`src/slte_pkg.sv`:
```
`default_nettype none
package slte_pkg;
	// Primitive codes on the abstracted link symbol port
	typedef enum logic [3:0] {
		PRIM_DATA, PRIM_SYNC, PRIM_X_RDY, PRIM_R_RDY, PRIM_SOF, PRIM_EOF,
		PRIM_WTRM, PRIM_R_OK, PRIM_R_ERR, PRIM_R_IP, PRIM_HOLD, PRIM_OTHER
	} slte_prim_t;
	// Frame type codes
	localparam logic [7:0] FT_REG_H2D = 8'h27;
	localparam logic [7:0] FT_REG_D2H = 8'h34;
	localparam logic [7:0] FT_DMA_ACT = 8'h39;
	localparam logic [7:0] FT_DMA_SETUP = 8'h41;
	localparam logic [7:0] FT_DATA = 8'h46;
	localparam logic [7:0] FT_PIO_SETUP = 8'h5F;
	localparam logic [7:0] FT_SDB = 8'hA1;
	// Register host-to-device frame length in words, CRC included
	localparam logic [7:0] REG_H2D_WORDS = 8'h06;
	// Symbols from PIO count exhaustion to expected EOF
	localparam logic [1:0] PIO_EOF_GAP = 2'h2;
	// Transmit termination timeout
	localparam int ACK_TIMEOUT_NS = 10000;
	localparam int CLK_PERIOD_NS = 25;
	localparam logic [15:0] ACK_TIMEOUT_CYC =
		16'(ACK_TIMEOUT_NS / CLK_PERIOD_NS);
	localparam logic [3:0] RETRY_LIMIT_DEF = 4'h3;
	// Error status bit positions
	localparam int ERR_BAD_CRC = 0;
	localparam int ERR_CODING = 1;
	localparam int ERR_BAD_TYPE = 2;
	localparam int ERR_BAD_LEN = 3;
	localparam int ERR_OVERFLOW = 4;
	localparam int ERR_PIO_CNT = 5;
	localparam int ERR_STATE = 6;
	localparam int ERR_TX_FAIL = 7;
	localparam logic [7:0] ERR_RESET = 8'h00;
	// Shadow status error bit
	localparam int SH_ERR_BIT = 0;
endpackage
`default_nettype wire

```
`src/slte_err.sv`:
```
`timescale 1ns/100ps
`default_nettype none
module slte_err (
	input wire logic clk,
	input wire logic nrst,
	input wire slte_pkg::slte_prim_t rx_prim,
	input wire logic rx_code_err,
	input wire logic rx_crc_ok,
	input wire logic [7:0] rx_type,
	input wire logic rx_fifo_full,
	input wire logic pio_active,
	input wire logic pio_cnt_zero,
	input wire logic tx_start,
	input wire logic [7:0] tx_type,
	input wire logic tx_last,
	input wire logic tx_underrun,
	input wire logic [3:0] retry_limit,
	input wire logic err_clr,
	output slte_pkg::slte_prim_t tx_prim,
	output logic tx_bad_crc,
	output logic rx_frame_ok,
	output logic rx_frame_err,
	output logic xrdy_abort,
	output logic tx_done,
	output logic tx_retry,
	output logic tx_fail,
	output logic [7:0] err_status,
	output logic shadow_err,
	output logic send_status
);
	typedef enum logic [3:0] {
		ST_IDLE, ST_RX_XRDY, ST_RX_DATA, ST_RX_ACK, ST_TX_XRDY,
		ST_TX_DATA, ST_TX_WAIT, ST_FLUSH
	} slte_state_t;
	typedef struct packed {
		slte_state_t st;
		slte_pkg::slte_prim_t tx_prim;
		logic [7:0] frm_err;
		logic [7:0] rx_words;
		logic [7:0] rx_type;
		logic [1:0] pio_gap;
		logic pio_armed;
		logic [15:0] tmo;
		logic [3:0] retries;
		logic [7:0] cur_type;
		logic data_nak;
		logic tx_bad_crc;
		logic rx_frame_ok;
		logic rx_frame_err;
		logic xrdy_abort;
		logic tx_done;
		logic tx_retry;
		logic tx_fail;
		logic shadow_err;
		logic send_status;
	} slte_reg_t;
	slte_reg_t s_q, s_d;
	logic [7:0] err_set;
	logic in_frame;
	logic retryable;

	assign in_frame = (s_q.st == ST_RX_DATA);
	always_comb begin
		case (s_q.cur_type)
			slte_pkg::FT_REG_H2D, slte_pkg::FT_REG_D2H,
			slte_pkg::FT_DMA_ACT, slte_pkg::FT_DMA_SETUP,
			slte_pkg::FT_PIO_SETUP, slte_pkg::FT_SDB: retryable = 1'b1;
			default: retryable = 1'b0;
		endcase
	end
	always_comb begin
		s_d = s_q;
		// Clear first so any set below wins
		if (err_clr) begin
			s_d.shadow_err = 1'b0;
		end
		err_set = '0;
		s_d.rx_frame_ok = 1'b0;
		s_d.rx_frame_err = 1'b0;
		s_d.xrdy_abort = 1'b0;
		s_d.tx_done = 1'b0;
		s_d.tx_retry = 1'b0;
		s_d.tx_fail = 1'b0;
		s_d.send_status = 1'b0;
		s_d.tx_bad_crc = 1'b0;
		case (s_q.st)
			ST_IDLE: begin
				s_d.tx_prim = slte_pkg::PRIM_SYNC;
				s_d.frm_err = '0;
				s_d.rx_words = '0;
				s_d.pio_armed = 1'b0;
				if (rx_prim == slte_pkg::PRIM_X_RDY) begin
					s_d.st = ST_RX_XRDY;
					s_d.tx_prim = slte_pkg::PRIM_R_RDY;
				end else if (tx_start) begin
					s_d.st = ST_TX_XRDY;
					s_d.cur_type = tx_type;
					s_d.retries = '0;
					s_d.tx_prim = slte_pkg::PRIM_X_RDY;
				end
			end
			ST_RX_XRDY: begin
				s_d.tx_prim = slte_pkg::PRIM_R_RDY;
				if (rx_prim == slte_pkg::PRIM_SOF) begin
					s_d.st = ST_RX_DATA;
					s_d.tx_prim = slte_pkg::PRIM_R_IP;
				end else if (rx_prim != slte_pkg::PRIM_X_RDY) begin
					s_d.xrdy_abort = 1'b1;
					err_set[slte_pkg::ERR_STATE] = 1'b1;
					s_d.st = ST_IDLE;
					s_d.tx_prim = slte_pkg::PRIM_SYNC;
				end
			end
			ST_RX_DATA: begin
				if (rx_code_err) begin
					s_d.frm_err[slte_pkg::ERR_CODING] = 1'b1;
				end
				if (rx_fifo_full && rx_prim == slte_pkg::PRIM_DATA) begin
					s_d.frm_err[slte_pkg::ERR_OVERFLOW] = 1'b1;
				end
				if (rx_prim == slte_pkg::PRIM_DATA) begin
					if (s_q.rx_words == 8'h00) begin
						s_d.rx_type = rx_type;
					end
					s_d.rx_words = s_q.rx_words + 8'h01;
				end
				if (pio_active && pio_cnt_zero && !s_q.pio_armed &&
					rx_prim == slte_pkg::PRIM_DATA) begin
					s_d.pio_armed = 1'b1;
					s_d.pio_gap = '0;
				end else if (s_q.pio_armed) begin
					s_d.pio_gap = s_q.pio_gap + 2'h1;
					if (s_q.pio_gap == slte_pkg::PIO_EOF_GAP - 2'h1 &&
						rx_prim != slte_pkg::PRIM_EOF) begin
						s_d.frm_err[slte_pkg::ERR_PIO_CNT] = 1'b1;
						s_d.pio_armed = 1'b0;
					end
				end
				if (rx_prim == slte_pkg::PRIM_EOF) begin
					s_d.st = ST_RX_ACK;
					s_d.tx_prim = slte_pkg::PRIM_R_IP;
					if (!rx_crc_ok) begin
						s_d.frm_err[slte_pkg::ERR_BAD_CRC] = 1'b1;
					end
					case (s_q.rx_type)
						slte_pkg::FT_REG_H2D, slte_pkg::FT_REG_D2H,
						slte_pkg::FT_DMA_ACT, slte_pkg::FT_DMA_SETUP,
						slte_pkg::FT_DATA, slte_pkg::FT_PIO_SETUP,
						slte_pkg::FT_SDB: ;
						default: s_d.frm_err[slte_pkg::ERR_BAD_TYPE] = 1'b1;
					endcase
					if (s_q.rx_type == slte_pkg::FT_REG_H2D &&
						s_q.rx_words != slte_pkg::REG_H2D_WORDS) begin
						s_d.frm_err[slte_pkg::ERR_BAD_LEN] = 1'b1;
					end
				end else if (rx_prim != slte_pkg::PRIM_DATA &&
					rx_prim != slte_pkg::PRIM_HOLD &&
					rx_prim != slte_pkg::PRIM_SYNC) begin
					s_d.frm_err[slte_pkg::ERR_STATE] = 1'b1;
					s_d.st = ST_RX_ACK;
				end else if (rx_prim == slte_pkg::PRIM_SYNC) begin
					err_set[slte_pkg::ERR_STATE] = 1'b1;
					s_d.st = ST_IDLE;
					s_d.tx_prim = slte_pkg::PRIM_SYNC;
				end
			end
			ST_RX_ACK: begin
				if (s_q.frm_err != 8'h00) begin
					s_d.tx_prim = slte_pkg::PRIM_R_ERR;
					s_d.rx_frame_err = 1'b1;
				end else begin
					s_d.tx_prim = slte_pkg::PRIM_R_OK;
					s_d.rx_frame_ok = 1'b1;
				end
				err_set = s_q.frm_err;
				if (s_q.frm_err != 8'h00) begin
					s_d.shadow_err = 1'b1;
					s_d.send_status = 1'b1;
				end
				s_d.st = ST_FLUSH;
			end
			ST_FLUSH: begin
				if (rx_prim == slte_pkg::PRIM_SYNC) begin
					s_d.st = ST_IDLE;
					s_d.tx_prim = slte_pkg::PRIM_SYNC;
				end
			end
			ST_TX_XRDY: begin
				s_d.tx_prim = slte_pkg::PRIM_X_RDY;
				if (rx_prim == slte_pkg::PRIM_R_RDY) begin
					s_d.st = ST_TX_DATA;
					s_d.tx_prim = slte_pkg::PRIM_SOF;
				end
			end
			ST_TX_DATA: begin
				s_d.tx_prim = slte_pkg::PRIM_DATA;
				if (tx_underrun) begin
					s_d.tx_bad_crc = 1'b1;
					s_d.tx_prim = slte_pkg::PRIM_EOF;
					s_d.st = ST_TX_WAIT;
					s_d.tmo = '0;
				end else if (tx_last) begin
					s_d.tx_prim = slte_pkg::PRIM_EOF;
					s_d.st = ST_TX_WAIT;
					s_d.tmo = '0;
				end
			end
			ST_TX_WAIT: begin
				s_d.tx_prim = slte_pkg::PRIM_WTRM;
				if (s_q.tmo != slte_pkg::ACK_TIMEOUT_CYC) begin
					s_d.tmo = s_q.tmo + 16'h0001;
				end
				if (rx_prim == slte_pkg::PRIM_R_OK) begin
					s_d.tx_done = 1'b1;
					s_d.st = ST_IDLE;
					s_d.tx_prim = slte_pkg::PRIM_SYNC;
				end else if (rx_prim == slte_pkg::PRIM_R_ERR ||
					rx_prim == slte_pkg::PRIM_SYNC) begin
					s_d.st = ST_IDLE;
					s_d.tx_prim = slte_pkg::PRIM_SYNC;
					if (retryable && s_q.retries < retry_limit) begin
						s_d.tx_retry = 1'b1;
						s_d.retries = s_q.retries + 4'h1;
						s_d.st = ST_TX_XRDY;
						s_d.tx_prim = slte_pkg::PRIM_X_RDY;
					end else begin
						s_d.tx_fail = 1'b1;
						err_set[slte_pkg::ERR_TX_FAIL] = 1'b1;
						if (s_q.cur_type == slte_pkg::FT_DATA) begin
							s_d.data_nak = 1'b1;
						end
					end
				end
			end
			default: begin
				s_d.st = ST_IDLE;
				s_d.tx_prim = slte_pkg::PRIM_SYNC;
			end
		endcase
		if (s_q.data_nak && tx_start && tx_type == slte_pkg::FT_REG_D2H &&
			s_q.st == ST_IDLE && rx_prim != slte_pkg::PRIM_X_RDY) begin
			s_d.shadow_err = 1'b1;
			s_d.data_nak = 1'b0;
		end
	end
	always_ff @(posedge clk or negedge nrst) begin
		if (!nrst) begin
			s_q <= '0;
		end else begin
			s_q <= s_d;
		end
	end
	slte_latch #(
		.W(8)
	) u_status (
		.clk(clk),
		.nrst(nrst),
		.clr(err_clr),
		.set(err_set),
		.q(err_status)
	);
	assign tx_prim = s_q.tx_prim;
	assign tx_bad_crc = s_q.tx_bad_crc;
	assign rx_frame_ok = s_q.rx_frame_ok;
	assign rx_frame_err = s_q.rx_frame_err;
	assign xrdy_abort = s_q.xrdy_abort;
	assign tx_done = s_q.tx_done;
	assign tx_retry = s_q.tx_retry;
	assign tx_fail = s_q.tx_fail;
	assign shadow_err = s_q.shadow_err;
	assign send_status = s_q.send_status;
endmodule // slte_err
`default_nettype wire

```
`src/slte_latch.sv`:
```
`timescale 1ns/100ps
`default_nettype none
// Sticky flag: set wins over clear
module slte_latch #(
	parameter int W = 8
) (
	input wire logic clk,
	input wire logic nrst,
	input wire logic clr,
	input wire logic [W-1:0] set,
	output logic [W-1:0] q
);
	always_ff @(posedge clk or negedge nrst) begin
		if (!nrst) begin
			q <= '0;
		end else begin
			q <= (clr ? '0 : q) | set;
		end
	end
endmodule // slte_latch
`default_nettype wire

```
`config.mk`:
```
export PLATFORM = sky130hd
export DESIGN_NAME = slte_err
export DESIGN_NICKNAME = d
export VERILOG_FILES = /design/src/slte_pkg.sv /design/src/slte_err.sv /design/src/slte_latch.sv
export SDC_FILE = /design/constraint.sdc
export NUM_CORES = 1
export LEC_CHECK = 0
export BUFFER_PORTS_ARGS = -buffer_cell sky130_fd_sc_hd__buf_2
export CAP_MARGIN = 0
export CORE_ASPECT_RATIO = 1.75
export CORE_MARGIN = 2
export CORE_UTILIZATION = 61
export DETAILED_ROUTE_END_ITERATION = 8
export GPL_ROUTABILITY_DRIVEN = 0
export PLACE_DENSITY = 0.85
export SETUP_SLACK_MARGIN = 0.4
export SLEW_MARGIN = 5
export SYNTH_ARGS = -nofsm -noshare
export SYNTH_HDL_FRONTEND = slang
export SYNTH_HIERARCHICAL = 1
export SYNTH_SLANG_ARGS = --single-unit
```
`constraint.sdc`:
```
create_clock -name clk -period 3.5 [get_ports clk]
set_clock_uncertainty 0.05 [all_clocks]
set_input_delay 0.875 -clock clk [delete_from_list [all_inputs] [get_ports clk]]
set_output_delay 0.875 -clock clk [all_outputs]
set_load 0.05 [all_outputs]
```
==> metrics.txt, run 1 <==
vias in the first global route 2957; Post-synth EDFFs 0; Synth Warn # 6; Max FO, Critical Path 11; clock power share 0.382; I/O pin total 56; Antenna Nets Post-Route 0; WP data required around 3.7 ns; status completed; routed length per instance ~16 µm; post-synth top area cell dfrtp_1; Reg power frac 0.490; Min Hold Slack 0.422 ns; internal power 1.22 mW; clk slew on worst S/H paths ~0.07 ns; syn_nets between 300 and 400; Setup crit start kind register; synth unique cells 63; Cells after DPL approximately 460; Synth top area share 0.457; Placeable Area 5500 µm²; final instance area 3940 µm²; Seq/Total Area, Yosys 0.457; max-cap violations 0; Initial Util 0.628; Clk Latency, worst-skew pair 0.35 ns; die extent in x around 60 µm; Worst IR Drop VDD 300 µV; All-Layer GR Usage 0.273; FP Rows 36; DP Wirelength 5.70 mm; Final Hold Viols 0; worst slew pin tran a little under 0.8 ns; DR pass1 iterations 4; share of layout cells above drive strength 1 0.251; clock sinks between 60 and 70; Synth async-reset ratio 1.00; CTS HTree Levels 3; Leakage about 2.0 nW; period utilization 0.736; vias per cell 5.94; R2R cell count 5; Pwr Density about 420 nW/µm²; Primary FF master, synth dfrtp_1; CP arrival 2.75 ns; total CTS buffers 9; Avg Cell Area, Syn 10.1 µm²; Worst Hold Launch u_status/q[5]; dpl cell area 3740 µm²; hold_buf cts 0; final core utilization 0.716; Final TNS setup 0 ns; RR Endpoint s_q[48]; setup repair bufs after CTS 0; area of the mapped netlist 3450 µm²; Mapped Cells 342; CTS root buffer clkbuf_8; IO Port Bufs between 50 and 60; Rel. slew slack 0.479; synthesized flop and latch total 63; Post-CTS Resized 0; largest net degree at the start of global routing 64; CTS tree yes; Tmin final around 2.6 ns; Crit. End Element register; fmax a little under 400 MHz; Antenna diodes 0; Switch Pwr around 450 µW; Max Slew Vio Count 0; via count ~2800; Die Height 104 µm; Gate power share 0.128; Register-to-Register Setup Slack ~0.9 ns; drt initial violations 142; P&R area growth vs syn 14.0%; PnR worst setup slack 0.924 ns; Finished Layout Cells ~480; first-pass GRT wire length approximately 13 mm; final setup vio count 0; Power, Total ~1.7 mW; pre-CTS setup slack about 0.83 ns; Crit Path Class register to register; Sw Ratio 0.268; initial antenna violation count 0; Total Wirelength about 7.8 mm; die area around 6300 µm²; CP Launch Point s_q[70]; RSZ-0062 raised after global routing no; RR Startpoint s_q[70]; GRT overflow 0; final layout net count 437; DRC viols 0; Hold Crit Class register to register; maximum clock path buffer count 2; Setup crit end s_q[48]; Synth area leaders dfrtp_1 46%, mux2_4 3.0%, nand3_1 3.0%, mux2_2 2.9%, ha_1 2.9%
-- placed cells by master, fill, tap and decap left out, types with 7 or more instances in the layout --
cell type  Yosys  routed
a21o_1         8       8
a21oi_1       12      12
and2_1         8       8
and3_1         7       7
buf_2          4      55
clkbuf_8       0      10
dfrtp_1       63      63
ha_1           8       8
inv_1         19      19
mux2_2         9       9
mux2_4         7       7
nand2_1       19      19
nand3_1       21      21
nand4_1       10      10
nor2_1        24      24
nor2b_1        8       8
o21ai_0       18      18
-- routing by layer --
layer | up-vias | routed length [µm] | GRT usage | share of wire
li1 | 1339 | - | - | -
met1 | 1365 | 2920 | 0.287 | 0.37
met2 | 89 | 4270 | 0.462 | 0.54
met3 | 29 | 325 | 0.0699 | 0.041
met4 | 0 | 325 | 0.161 | 0.041
met5 | - | 0 | 0 | 0
-- power by group through the flow --
stage	registers, mW	clock network (mW)	logic, mW
after floorplan	0.813	0	0.155
after global placement	0.824	0	0.205
after detailed placement	0.827	0	0.213
after CTS	0.814	0.644	0.214
after global routing	0.821	0.675	0.235
final	0.815	0.635	0.214
-- sequential cells by signal, indices dropped and copies added, names as in the netlist --
register and flops:
shadow_err 1, tx_retry 1, u_status/q 8, xrdy_abort 1, rx_frame_err 1, tx_bad_crc 1, rx_frame_ok 1, tx_done 1
tx_prim 4, tx_fail 1, s_q 43
-- worst max-delay path, stage by stage (launching register included) --
cell,delay [ns]
dfrtp_1,0.58
nor2b_1,0.29
and2_0,0.41
and3_1,0.50
nand4b_4,0.25
mux2_1,0.38
-- synth_stat cells (all sizes together) (2+ instances only) --
library cell	n
o211ai	7
a21oi	12
or3	5
and3b	3
nand2b	7
clkbuf	4
o31ai	2
xnor2	3
nor4b	4
a31oi	2
a21o	8
inv	20
nor4bb	4
nor3b	2
and3	7
nand4b	4
nand2	19
nand3b	3
mux2	17
buf	13
nor2b	8
o21ai	18
and4b	2
mux2i	2
dfrtp	63
ha	8
nor4	3
nand4	10
nand3	21
and2	9
nor3	7
or4	3
nor2	24
-- logic make-up after synthesis --
kind of cell,share of synthesized area
adder cells (fa/ha/maj),0.0290
AND/OR/NAND/NOR,0.260
buffers and inverters,0.0536
XOR/XNOR,0.0101
flip-flops,0.457
multiplexers,0.0688
other,0.00109
AO/OA/AOI/OAI,0.121
-- worst min-delay path by stage --
stage | end | slack (ns) | depth (start not counted)
final | u_status/q[5] | 0.42 | 1
after global routing | u_status/q[5] | 0.44 | 1
after CTS | u_status/q[5] | 0.43 | 1
after detailed placement | u_status/q[5] | 0.41 | 1
after global placement | u_status/q[5] | 0.41 | 1
after floorplan | s_q[55] | 0.40 | 1
-- cell type report --
cell class / count / area (µm²)
timing repair buffer: 58 / 298
clock buffer: 12 / 145
fill: 431 / 1560
tap: 76 / 95.1
clock inverter: 4 / 55.1
inverter: 20 / 75.1
sequential: 63 / 1580
multi-input combinational: 242 / 1690
Note: power is estimated with default switching activity, not from simulation.
==> run 2: changes to the inputs <==
--- a/config.mk
+++ b/config.mk
@@ -9,10 +9,10 @@
 export CAP_MARGIN = 0
 export CORE_ASPECT_RATIO = 1.75
 export CORE_MARGIN = 2
-export CORE_UTILIZATION = 61
+export CORE_UTILIZATION = 57
 export DETAILED_ROUTE_END_ITERATION = 8
 export GPL_ROUTABILITY_DRIVEN = 0
-export PLACE_DENSITY = 0.85
+export PLACE_DENSITY = 0.8
 export SETUP_SLACK_MARGIN = 0.4
 export SLEW_MARGIN = 5
 export SYNTH_ARGS = -nofsm -noshare
==> constraint.sdc (replaced) <==
create_clock -name clk -period 2.5 [get_ports clk]
set_clock_uncertainty 0.05 [all_clocks]
set_input_delay 0.625 -clock clk [delete_from_list [all_inputs] [get_ports clk]]
set_output_delay 0.625 -clock clk [all_outputs]
set_load 0.05 [all_outputs]
==> run 2 against run 1 <==
  * Sequential share of layout area is 1.0 points lower
  * Fmax increased by 26%
  * Clock power increased by 49%
  * Critical path depth is 1 higher
  * Largest cell class unchanged
  * Utilization is 2.8 points lower
  * Non-clock buffer count up 9
==> metrics.txt, run 2 (synthesis results as in run 1) <==
status completed; most common cell after layout, fill and taps aside dfrtp_1; RR Startpoint s_q[19]; vias in the first global route 2771 (-6.3%); Leakage 2.09 nW (+2.1%); Initial Util 0.587 (-0.0411); final layout net count 446 (+2.1%); fmax 488 MHz (+26%); Die Height 107 µm (+3.3%); maximum clock path buffer count 2 (unchanged); clock sinks 63 (unchanged); Max Slew Vio Count 0 (unchanged); Clk Latency, worst-skew pair 0.35 ns (about the same); layer with the highest usage met2; I/O pin total 56 (unchanged); WP data required 2.72 ns (-0.96 ns); via count 2916 (+3.3%); routed length per instance 16.4 µm (-0.80%); largest net degree at the start of global routing 64 (unchanged); Rel. slew slack 0.483 (+0.00381); Antenna diodes 0 (unchanged); Setup crit start kind register; worst slew pin tran 0.776 ns (-0.00571 ns); pre-CTS setup slack 0.159 ns (-0.673 ns); Register-to-Register Setup Slack 0.45 ns (-0.47 ns); first-pass GRT wire length 12.8 mm (-1.1%); Placeable Area 5880 µm² (+7.0%); CP arrival 2.27 ns (-0.48 ns); hold_buf cts 0 (unchanged); Pwr Density 593 nW/µm² (+40%); Finished Layout Cells 486 (+2.3%); Crit Path Class register to register; DR pass1 iterations 4 (unchanged); initial antenna violation count 0 (unchanged); die extent in x 62.8 µm (+3.2%); Power, Total 2.40 mW (+44%); Largest register FFs 43 (unchanged); M3 GR Usage 0.0241 (-0.0458); die area 6720 µm² (+6.6%); Worst IR Drop VDD 450 µV (+50%); CTS root buffer clkbuf_8; final setup vio count 0 (unchanged); total CTS buffers 9 (unchanged); IO Port Bufs 55 (unchanged); share of layout cells above drive strength 1 0.294 (+0.0435); met2 usage 0.451 (-0.0115); DRC viols 0 (unchanged); clk slew on worst S/H paths 0.08 ns (about the same); R2R cell count 6 (+1); RR Endpoint s_q[21]; CTS tree yes; Crit. End Element register; Total Wirelength 7.95 mm (+1.5%); most frequent cells in the layout 60 x dfrtp_1, 55 x buf_2, 23 x nor2_1; Cells after DPL 468 (+2.0%); Hold Crit Class primary input to asynchronous set/reset pin; met1 Use GR 0.270 (-0.0170); DP Wirelength 5.76 mm (+1.1%); P&R area growth vs syn 17.2%; drt initial violations 117 (-18%); FP Rows 37 (+2.8%); Antenna Nets Post-Route 0 (unchanged); final core utilization 0.688 (-0.0279); Tmin final 2.05 ns (-0.525 ns); RSZ-0062 raised after global routing yes; Fillers 478 (+11%); max-cap violations 0 (unchanged); period utilization 0.820 (+0.0843); GRT overflow 0 (unchanged); vias per cell 6.00 (+0.99%); PnR worst setup slack 0.449 ns (-0.475 ns); Max FO, Critical Path 4 (-7); Final TNS setup 0 ns (unchanged); Biggest register s_q; CTS HTree Levels 3 (unchanged); All-Layer GR Usage 0.246 (-0.0266); Final Hold Viols 0 (unchanged)
run 2: cell types whose count changed in the layout (fill, tap and decap cells not counted), sizes merged:
| cell | before | now |
|---|---|---|
| clkinvlp | 1 | 2 |
| inv | 20 | 22 |
| clkinv | 2 | 0 |
| buf | 58 | 67 |
| clkbuf | 12 | 11 |
run 2: where the power goes:
part	leakage [nW]	switching, mW	internal (mW)	total, mW
Combinational	1.15	0.157	0.152	0.309
Sequential	0.838	0.0744	1.07	1.15
Clock	0.103	0.425	0.522	0.947
Total	2.09	0.657	1.74	2.40
run 2: how the worst max path moves through the flow:
stage / end / cells past startpoint / slack (ns) / startpoint
after global placement: s_q[21] / 8 / 0.24 / retry_limit[1]
after global routing: s_q[21] / 6 / 0.33 / s_q[19]
after floorplan: s_q[21] / 7 / 0.43 / retry_limit[1]
after detailed placement: s_q[21] / 8 / 0.16 / retry_limit[1]
final: s_q[21] / 6 / 0.45 / s_q[19]
after CTS: s_q[21] / 6 / 0.41 / s_q[19]
run 2: timing repair:
action	CTS	global route
gates cloned	0	0
pin swaps	0	2
setup buffers	0	2
endpoints found under the setup margin	12	23
gates resized for setup	1	7
run 2: per-layer routing:
layer,share of wire,up-vias,routed length [µm]
met5,0,-,0
met4,0.030,0,235
met3,0.039,18,309
met2,0.55,92,4340
met1,0.39,1443,3070
li1,-,1363,-
run 2: layout make-up:
cell class,instances,area (µm²),share of cell area
tap,78,97.6,0.0241
inverter,20,75.1,0.0185
clock inverter,5,62.6,0.0155
clock buffer,11,151,0.0374
multi-input combinational,242,1720,0.424
sequential,63,1580,0.390
timing repair buffer,67,365,0.0903
run 2: stage by stage:
stage / hold WS, ns / instance area (µm²)
2_1_floorplan: 0.279 / 3470
3_3_place_gp: 0.407 / 3800
3_5_place_dp: 0.417 / 3800
4_1_cts: 0.413 / 4020
5_1_grt: 0.444 / 4050
6_report: 0.394 / 4050
run 2: worst max-delay path, stage by stage, from the launching register on:
cell       delay [ns]
dfrtp_2          0.45
ha_4             0.25
a2111oi_1        0.37
or3_1            0.22
nand4_1          0.20
or3_1            0.38
o211ai_2         0.06
